--- config.mk ---
export PLATFORM = sky130hd
export DESIGN_NAME = abwc_top
export DESIGN_NICKNAME = d
export VERILOG_FILES = /design/src/hdl/abwc_pkg.sv /design/src/hdl/abwc_top.sv /design/src/hdl/abwc_area_decode.sv
export VERILOG_INCLUDE_DIRS = /design/src /design/src/hdl
export SDC_FILE = /design/constraint.sdc
export NUM_CORES = 1
export LEC_CHECK = 0
export BUFFER_PORTS_ARGS = -buffer_cell sky130_fd_sc_hd__buf_2
export CORE_AREA = 2 2 254 131
export CTS_CLUSTER_DIAMETER = 40
export DETAILED_ROUTE_END_ITERATION = 7
export DIE_AREA = 0 0 256 133
export GPL_TIMING_DRIVEN = 1
export PLACE_DENSITY = 0.76
export SETUP_SLACK_MARGIN = 0.05
export SYNTH_ARGS = -nofsm -noshare
export SYNTH_HDL_FRONTEND = slang
export SYNTH_HIERARCHICAL = 1
export SYNTH_SLANG_ARGS = --single-unit
--- constraint.sdc ---
create_clock -name SYS_CLK -period 1.81 [get_ports SYS_CLK]
set_clock_uncertainty 0.1 [all_clocks]
set_input_delay 0 -clock SYS_CLK [delete_from_list [all_inputs] [get_ports SYS_CLK]]
set_output_delay 0 -clock SYS_CLK [all_outputs]
set_load 0.005 [all_outputs]
--- src/hdl/abwc_cfg.svh ---
/*
 area bus width configuration: register offsets, field positions,
 reset values. assumes inclusion by abwc_top and abwc_area_decode.
*/
`ifndef ABWC_CFG_SVH
`define ABWC_CFG_SVH
`define ABWC_NUM_AREAS      8
`define ABWC_BCR_BASE       12'h000
`define ABWC_WCR_BASE       12'h040
`define ABWC_STAT_OFS       12'h080
`define ABWC_SDCTL_OFS      12'h084
`define ABWC_TYPE_MSB       14
`define ABWC_TYPE_LSB       12
`define ABWC_WIDTH_MSB      10
`define ABWC_WIDTH_LSB      9
`define ABWC_BCR_WMASK      32'h000076FF
`define ABWC_BCR_KEEP       32'h00007600
`define ABWC_BCR_RST_WIDE   32'h00000600
`define ABWC_BCR_RST_NARROW 32'h00000000
`define ABWC_WCR_RST        32'h00000500
`endif

--- src/hdl/abwc_pkg.sv ---
/*
 types for the area bus width configuration block.
 assumes abwc_cfg.svh is on the include path.
*/
package abwc_pkg;
   typedef enum logic [2:0] {
      ABWC_MEM_NORMAL = 3'h0,
      ABWC_MEM_BROM   = 3'h1,
      ABWC_MEM_MUXIO  = 3'h2,
      ABWC_MEM_BSRAM  = 3'h3,
      ABWC_MEM_SDRAM  = 3'h4
   } abwc_mem_e;
   typedef logic [1:0] abwc_width_t; // 01 8-bit, 10 16-bit, 11 32-bit
endpackage : abwc_pkg

--- src/hdl/abwc_top.sv ---
/*
 area bus width configuration: per-area bus control and wait control
 registers over apb, width decode, type decode, prohibited flags.
 assumes a single 125 MHz clock and an apb master on the same clock.
*/
// The register addresses and the APB register port were decided locally.
`timescale 1ns/1ps
`include "abwc_cfg.svh"
module abwc_top
   import abwc_pkg::*;
(
   input  wire logic        SYS_CLK,
   input  wire logic        RST_B,
   input  wire logic        PSEL,
   input  wire logic        PENABLE,
   input  wire logic        PWRITE,
   input  wire logic [11:0] PADDR,
   input  wire logic [31:0] PWDATA,
   output      logic [31:0] PRDATA,
   output      logic        PREADY,
   output      logic        PSLVERR,
   input  wire logic [1:0]  AREA_ZERO_WIDTH_PIN,
   output      logic [15:0] AREA_WIDTH,
   output      logic [23:0] AREA_MEM_TYPE,
   output      logic        AREA3_BANK_ACTIVE,
   output      logic [7:0]  AREA_BAD_CFG
);
   ////////////////////////////////////////////////////////////////////
   // storage and wires
   logic [31:0] bcr_reg [0:7];
   logic [31:0] wcr_reg [0:7];
   logic        bank_active_enable_reg;
   logic [1:0]  pin_s1_reg;
   logic [1:0]  pin_s2_reg;
   logic [31:0] prdata_reg;
   logic [1:0]  width_w [0:7];
   logic [7:0]  bad_w;
   logic [7:0]  type_bad_w;
   wire         acc;
   wire         wr;
   wire         is_bcr;
   wire         is_wcr;
   wire         is_stat;
   wire         is_sdctl;
   wire  [2:0]  idx;
   wire         hit;

   // legal memory types per area (0,2,3,4,5a,5b,6a,6b)
   function automatic logic type_ok(input logic [2:0] a,
                                    input logic [2:0] t);
      logic ok;
      ok = 1'b0;
      unique case (t)
         ABWC_MEM_NORMAL: ok = 1'b1;
         ABWC_MEM_BROM:   ok = (a == 3'h0) | (a == 3'h3);
         ABWC_MEM_MUXIO:  ok = (a == 3'h5);
         ABWC_MEM_BSRAM:  ok = (a == 3'h3) | (a == 3'h5);
         ABWC_MEM_SDRAM:  ok = (a == 3'h1) | (a == 3'h2);
         default:         ok = 1'b0;
      endcase
      return ok;
   endfunction : type_ok

   ////////////////////////////////////////////////////////////////////
   // apb decode
   assign acc      = PSEL & PENABLE;
   assign wr       = acc & PWRITE;
   assign idx      = PADDR[4:2];
   assign is_bcr   = (PADDR[11:5] == 7'(`ABWC_BCR_BASE >> 5)) &
                     (PADDR[1:0] == 2'h0);
   assign is_wcr   = (PADDR[11:5] == 7'(`ABWC_WCR_BASE >> 5)) &
                     (PADDR[1:0] == 2'h0);
   assign is_stat  = (PADDR == `ABWC_STAT_OFS);
   assign is_sdctl = (PADDR == `ABWC_SDCTL_OFS);
   assign hit      = is_bcr | is_wcr | is_stat | is_sdctl;
   assign PREADY   = 1'b1;
   assign PSLVERR  = acc & ~hit;
   assign PRDATA   = prdata_reg;

   ////////////////////////////////////////////////////////////////////
   // per-area decode
   genvar g;
   generate
      for (g = 0; g < 8; g++)
      begin : g_area
         abwc_area_decode u_dec (
            .AREA_IDX  (3'(g)),
            .FIELD     (bcr_reg[g][`ABWC_WIDTH_MSB:`ABWC_WIDTH_LSB]),
            .PIN_WIDTH (pin_s2_reg),
            .WIDTH     (width_w[g]),
            .BAD       (bad_w[g])
         );
         // memory type field selects wait register layout downstream
         assign AREA_MEM_TYPE[3*g +: 3] =
            bcr_reg[g][`ABWC_TYPE_MSB:`ABWC_TYPE_LSB];
         assign type_bad_w[g] = ~type_ok(3'(g),
            bcr_reg[g][`ABWC_TYPE_MSB:`ABWC_TYPE_LSB]);
         assign AREA_WIDTH[2*g +: 2] = width_w[g];
      end
   endgenerate

   // flags, shown to software and to the bus controller
   assign AREA_BAD_CFG = bad_w | type_bad_w;
   // bank-active only takes effect for area 3 (index 2) as sdram
   assign AREA3_BANK_ACTIVE = bank_active_enable_reg &
      (bcr_reg[2][`ABWC_TYPE_MSB:`ABWC_TYPE_LSB] == ABWC_MEM_SDRAM);

   ////////////////////////////////////////////////////////////////////
   // width pin synchroniser
   always_ff @(posedge SYS_CLK or negedge RST_B)
   begin
      if (!RST_B)
      begin
         pin_s1_reg <= 2'h0;
         pin_s2_reg <= 2'h0;
      end
      else
      begin
         pin_s1_reg <= AREA_ZERO_WIDTH_PIN;
         pin_s2_reg <= pin_s1_reg;
      end
   end

   ////////////////////////////////////////////////////////////////////
   // register writes; bcr reserved bits masked off, wcr stored as written
   always_ff @(posedge SYS_CLK or negedge RST_B)
   begin
      if (!RST_B)
      begin
         for (int i = 0; i < 8; i++)
         begin
            bcr_reg[i] <= (i >= 5) ? `ABWC_BCR_RST_NARROW
                                   : `ABWC_BCR_RST_WIDE;
            wcr_reg[i] <= `ABWC_WCR_RST;
         end
         bank_active_enable_reg <= 1'b0;
      end
      else if (wr)
      begin
         if (is_bcr)
            bcr_reg[idx] <= PWDATA & `ABWC_BCR_KEEP;
         if (is_wcr)
            wcr_reg[idx] <= PWDATA;
         if (is_sdctl)
            bank_active_enable_reg <= PWDATA[0];
      end
   end

   ////////////////////////////////////////////////////////////////////
   // read data captured at the end of the setup phase
   always_ff @(posedge SYS_CLK or negedge RST_B)
   begin
      if (!RST_B)
         prdata_reg <= 32'h0;
      else if (PSEL & ~PENABLE & ~PWRITE)
      begin
         if (is_bcr)
            prdata_reg <= bcr_reg[idx] & `ABWC_BCR_KEEP;
         else if (is_wcr)
            prdata_reg <= wcr_reg[idx];
         else if (is_stat)
            prdata_reg <= {24'h0, AREA_BAD_CFG};
         else if (is_sdctl)
            prdata_reg <= {31'h0, bank_active_enable_reg};
         else
            prdata_reg <= 32'h0;
      end
   end
endmodule : abwc_top

--- src/hdl/abwc_area_decode.sv ---
/*
 per-area width decode: resolves width code and prohibited flag.
 assumes the width field comes from the register file and the area index from the generate loop.
*/
`timescale 1ns/1ps
`include "abwc_cfg.svh"
module abwc_area_decode
   import abwc_pkg::*;
(
   input  wire logic [2:0] AREA_IDX,
   input  wire logic [1:0] FIELD,
   input  wire logic [1:0] PIN_WIDTH,
   output      logic [1:0] WIDTH,
   output      logic       BAD
);
   wire narrow_area;
   wire [1:0] eff;
   // areas 5b, 6a, 6b (indices 5..7) have no 32-bit mode
   assign narrow_area = (AREA_IDX >= 3'h5);
   // area 0 width comes only from the pin
   assign eff   = (AREA_IDX == 3'h0) ? PIN_WIDTH : FIELD;
   assign WIDTH = eff;
   // 00 prohibited everywhere, 11 prohibited on narrow areas
   assign BAD   = (eff == 2'h0) | (narrow_area & (eff == 2'h3));
endmodule : abwc_area_decode

# == Word-level counts from Yosys, hierarchy flattened ==
# Index checks and enable logic that the tools add are counted.
# word_totals
register_bits,549
out_inout_bits,83
elab_cells,111
# classes
order_cmp,2
eq_ne,13
n_mux,22
bitwise_logic,27
reduce_logical,27
# ops
op,n
$bwmux W256,2
$bmux W32 S3,2
$mux W32,5
$demux W32 S3,1
$mux W15,2
$eq A12 B8 Y1 const B,2
$logic_not A3 Y1,8
$logic_not A2 Y1,9
$not A1 Y1,11
$eq A3 B2 Y1 const B,3
$mux W1,9
$and A1 B1 Y1,8
$mux W8,1
$or A8 B8 Y8,1
$eq A7 B2 Y1 const B,1
$logic_not A7 Y1,1
$eq A2 B2 Y1 const B,3
$eq A3 B1 Y1 const B,2
$eq A3 B3 Y1 const B,2
$or A1 B1 Y1,6
$reduce_and A2 Y1,3
$reduce_or A2 Y1,3
$reduce_or A3 Y1,2
$ge A4 B4 Y1 const B,1
3 further kinds,3

# == Logic depth before layout (Yosys ltp) ==
# depth
word_depth,8
mapped_depth,7
ltp_nobuf,7

# == Cells and area by module ==
# The synthesis kept the hierarchy.
# by_module_without_submodules
mod,instances,cells_per_inst,area_per_inst_um2,seq_area_each_um2
abwc_top,1,977,15173.3,8365.5
abwc_area_decode,8,7,57.6,0.0

# == Least setup slack after synthesis ==
# OpenSTA, ideal clock, no wires.
# synth_timing
kind,in2reg
from,in PADDR[11]
to,"reg bcr_reg, in the netlist AREA_MEM_TYPE[12]"
setup_time_ps,125
arrival_time_ps,1616
slack_ps,-31
path_stages,6
path_buffers,2
cell_sequence,nor4_4 nand3_2 buf_6 or4_1 buf_2 mux2_4
# synth_between
elab_chain_len,3
# synth_lines
item,line,text
"start, declared",abwc_top.sv:17,"input wire logic [11:0] PADDR,"
$logic_not A7 Y1,abwc_top.sv:69,assign is_bcr = (PADDR[11:5] == 7'(`ABWC_BCR_BASE >> 5)) &
$and A1 B1 Y1,abwc_top.sv:69,
$reduce_and A2 Y1 (no source line),--,
"end signal, assigned by index",abwc_top.sv:132,bcr_reg[i] <= (i >= 5) ? `ABWC_BCR_RST_NARROW
"end signal, assigned by index",abwc_top.sv:141,bcr_reg[idx] <= PWDATA & `ABWC_BCR_KEEP;
"end, declared",abwc_top.sv:30,logic [31:0] bcr_reg [0:7];
# No other way between the ends.
# A chain may end at the register's enable or synchronous reset.

# == Worst setup path after layout ==
# layout_timing
from,reg bcr_reg[106] (netlist name)
to,out AREA_BAD_CFG[4]
# layout_between
elab_chain_len,2
# layout_lines
item,line,text
$logic_not A2 Y1,abwc_area_decode.sv:24,assign BAD = (eff == 2'h0) | (narrow_area & (eff == 2'h3));
via bad_w[4],abwc_top.sv:37,logic [7:0] bad_w;
$or A8 B8 Y8,abwc_top.sv:103,assign AREA_BAD_CFG = bad_w | type_bad_w;
"end, declared",abwc_top.sv:26,output logic [7:0] AREA_BAD_CFG
# The timed path passes the listed nets, and every way through them passes these cells.

==> results.md <==
- CTS Sinks: 333
- Ys Warns: 6
- Worst Hold Class: input pin to flop
- CTS root buf: clkbuf_16
- Synth Area in Simple Gates: 0.0446
- Port Buffers: 132
- Number of detailed-route iterations in the first pass: 5
- Full die area: 0.0340 sq mm
- Most frequent cells in the layout: dfrtp_1, mux2_2, buf_2
- Syn Area/Cell: 15.1 sq um
- Die height: ~130 um
- Final hold vios: 1
- Asr flop ratio synth: 1.00
- Initial antenna violation count: 4
- First-pass GRT wire length: 64.9 mm
- # diodes: 0
- Synth Instances: 1033
- DRT antenna net count: 0
- Largest family of logic cells by synthesized area: multiplexers
- Initial DRC count: 713
- Arrival time of the worst setup path: 1.92 ns
- Fin crit period: 2.02 ns
- RSZ-0062 raised after global routing: yes
- Synth top area cells: dfrtp_1, mux2_2, mux4_2
- Worst Path Required: 1.71 ns
- Fillers: approximately 2400
- Crit Path Class: flop to primary output
- Crit path launch: bcr_reg[106]
- Setup Viol. Count Final: 10
- Pin slew with the least headroom to its limit: roughly 0.58 ns
- Vias post-DR: just over 10000
- Routed WL: 41.3 mm
- Reg-to-reg endpoint: PRDATA[4]
- Fmax: 0.496 GHz
- CTS Buffer Depth: 3
- Worst IR drop on VDD: between 0.7 and 0.8 mV
- Hold_buf cts: 49
- Overall die width: 256 um
- Post-synthesis mux area share: 0.356
- Critical Path End Type: primary output
- Largest register FFs: 256
- Remaining routing DRC violations: 0
- Status: complete, but fails checks
- Synth Cell Area: around 0.016 sq mm
- Commonest non-fill, non-tap cell in the layout: dfrtp_1
- Via density per instance: between 5 and 6
- Internal reg-to-reg setup slack: -0.16 ns
- Initial core utilization: 0.486
- WL/cell: about 23 um
- Synth cell types: 46
- GPL Wtd Cong: 0.829
- Fin nets: 1384
- Setup TNS: -1.42 ns
- Main synth FF type: dfrtp_1
- CTS H-Tree Depth: 1
- IO Count: 134
- Fin crit share: 1.11
- Clk pin slew, worst setup/hold paths: 0.07 ns
- Total GRT Usage: 0.245
- Worst Hold Margin: -0.185 ns
- Post-DP HPWL: 27.3 mm
- Worst rel slew slack: 0.616
- Worst setup SP type: flop
- Largest net degree at the start of global routing: 63
- Vias in the first global route: 11143
- Share of the synthesized area in the top cell type: 0.491
- Post-synthesis adder-cell area fraction: 0
- Setup ws final: -0.206 ns
- Worst-case reg-to-reg path depth: 5
- Gr ovfl total: 0
- # Max-Cap Violations: 0
- Placeable Area: approximately 0.032 sq mm
- Synth Register Bits: 333
- Core Rows: 47
- CP max FO: 2
- Crit path capture: AREA_BAD_CFG[4]
- P&R area growth vs syn: 26.4%
- Pleak: around 0.0097 uW
- Violated checks: hold timing, setup timing
- Final Max Tran Viols: 0
- Layout cells sized above 1: 0.562
- Xor/xnor cell area share of the yosys netlist: 0
- Area leader, netlist: dfrtp_1
- CTS Buf Count: 31
- CTS tree: yes
- Clk Latency, worst-skew pair: 0.57 ns
- Worst R2R Start: bcr_reg[106]
- Power density over the cells: around 790 mW/mm^2
- EDFF count, synth: 0
- Seq/Total Area, Yosys: 0.535
- Compound-cell area share of the yosys netlist: 0.0310
stage by stage:
step / instance area [sq um] / setup slack [ns] / power, uW / std cells / utilization
finish: 19800 / -0.206 / 15500 / 1797 / 0.614
global route: 19800 / -0.265 / 16100 / 1797 / 0.614
CTS: 19500 / -0.328 / 15600 / 1789 / 0.605
global placement: 17600 / -0.219 / 8410 / 1672 / 0.547
floorplan: 15900 / 0.00556 / 7920 / 1080 / -
detailed placement: 17600 / -0.270 / 8430 / 1672 / 0.547
what timing repair did:
| action | 4_1_cts | 5_1_grt |
|---|---|---|
| gates resized for setup | 47 | 43 |
| buffers inserted | 13 | 5 |
| cloned | 0 | 5 |
| pin swaps | 16 | 20 |
| endpoints found under the hold margin | 636 | 1 |
| endpoints found under the setup margin | 16 | 319 |
final cells by class:
class | instances | area [sq um] | area share
clock buffers | 42 | 887 | 0.0449
clock inverters | 14 | 218 | 0.0110
inverters | 3 | 11.3 | 0.000570
multi-input cells | 650 | 7200 | 0.364
flip-flops and latches | 333 | 8370 | 0.424
well taps | 441 | 552 | 0.0279
repair buffers | 314 | 2520 | 0.128
layer usage:
layer  global-route usage  wire length, um
met4               0.0588              724
met5                    0               36
met1                0.355            18800
met3               0.0500             2660
met2                0.382            19100
synth_stat cells (5+ instances only):
library cell  instances
nor3_2                9
or3_1                 6
nor2_1               11
a32o_1                7
buf_2                40
dfrtp_1             307
a22oi_1               5
dfstp_2              26
a41o_1                5
o311ai_0              8
mux2_2              266
nor4_2                8
mux2_4               15
nand3_1               5
o21ai_0              27
o2111ai_1             8
nand2_1              43
mux2_1               37
mux2i_1              26
mux4_2               74
or4_1                 9
clkbuf_1             26
buf_4                25
power by group:
part           switching (uW)  internal (uW)
clock                    2920           4160
combinational             579            387
sequential               9.22           7460
total                    3510          12000
worst max-delay path: stages, from the launching register on:
cell      delay [ns]
dfstp_2         0.54
o311ai_2        0.10
or4_4           0.46
buf_6           0.14
buf_6           0.10
cell families (layout without fill, tap and decap cells):
| kind of cell | Yosys count | after routing |
|---|---|---|
| compound gates | 67 | 67 |
| buf+inv | 97 | 373 |
| flops | 333 | 333 |
| mux | 418 | 418 |
| other cells | 2 | 49 |
| simple gates | 116 | 116 |
how the worst min path moves through the flow:
| stage | start | to | slack [ns] | depth (start not counted) |
|---|---|---|---|---|
| 3_3_place_gp | RST_B | pin_s2_reg[0] | -0.12 | 1 |
| 6_report | PADDR[0] | PRDATA[0] | -0.18 | 5 |
| 4_1_cts | PADDR[0] | PRDATA[0] | -0.10 | 5 |
| 5_1_grt | PADDR[0] | PRDATA[0] | -0.18 | 5 |
| 2_1_floorplan | RST_B | AREA_MEM_TYPE[0] | -0.40 | 0 |
| 3_5_place_dp | RST_B | pin_s2_reg[0] | -0.11 | 1 |
No activity file was read; power rests on OpenSTA's default activity.
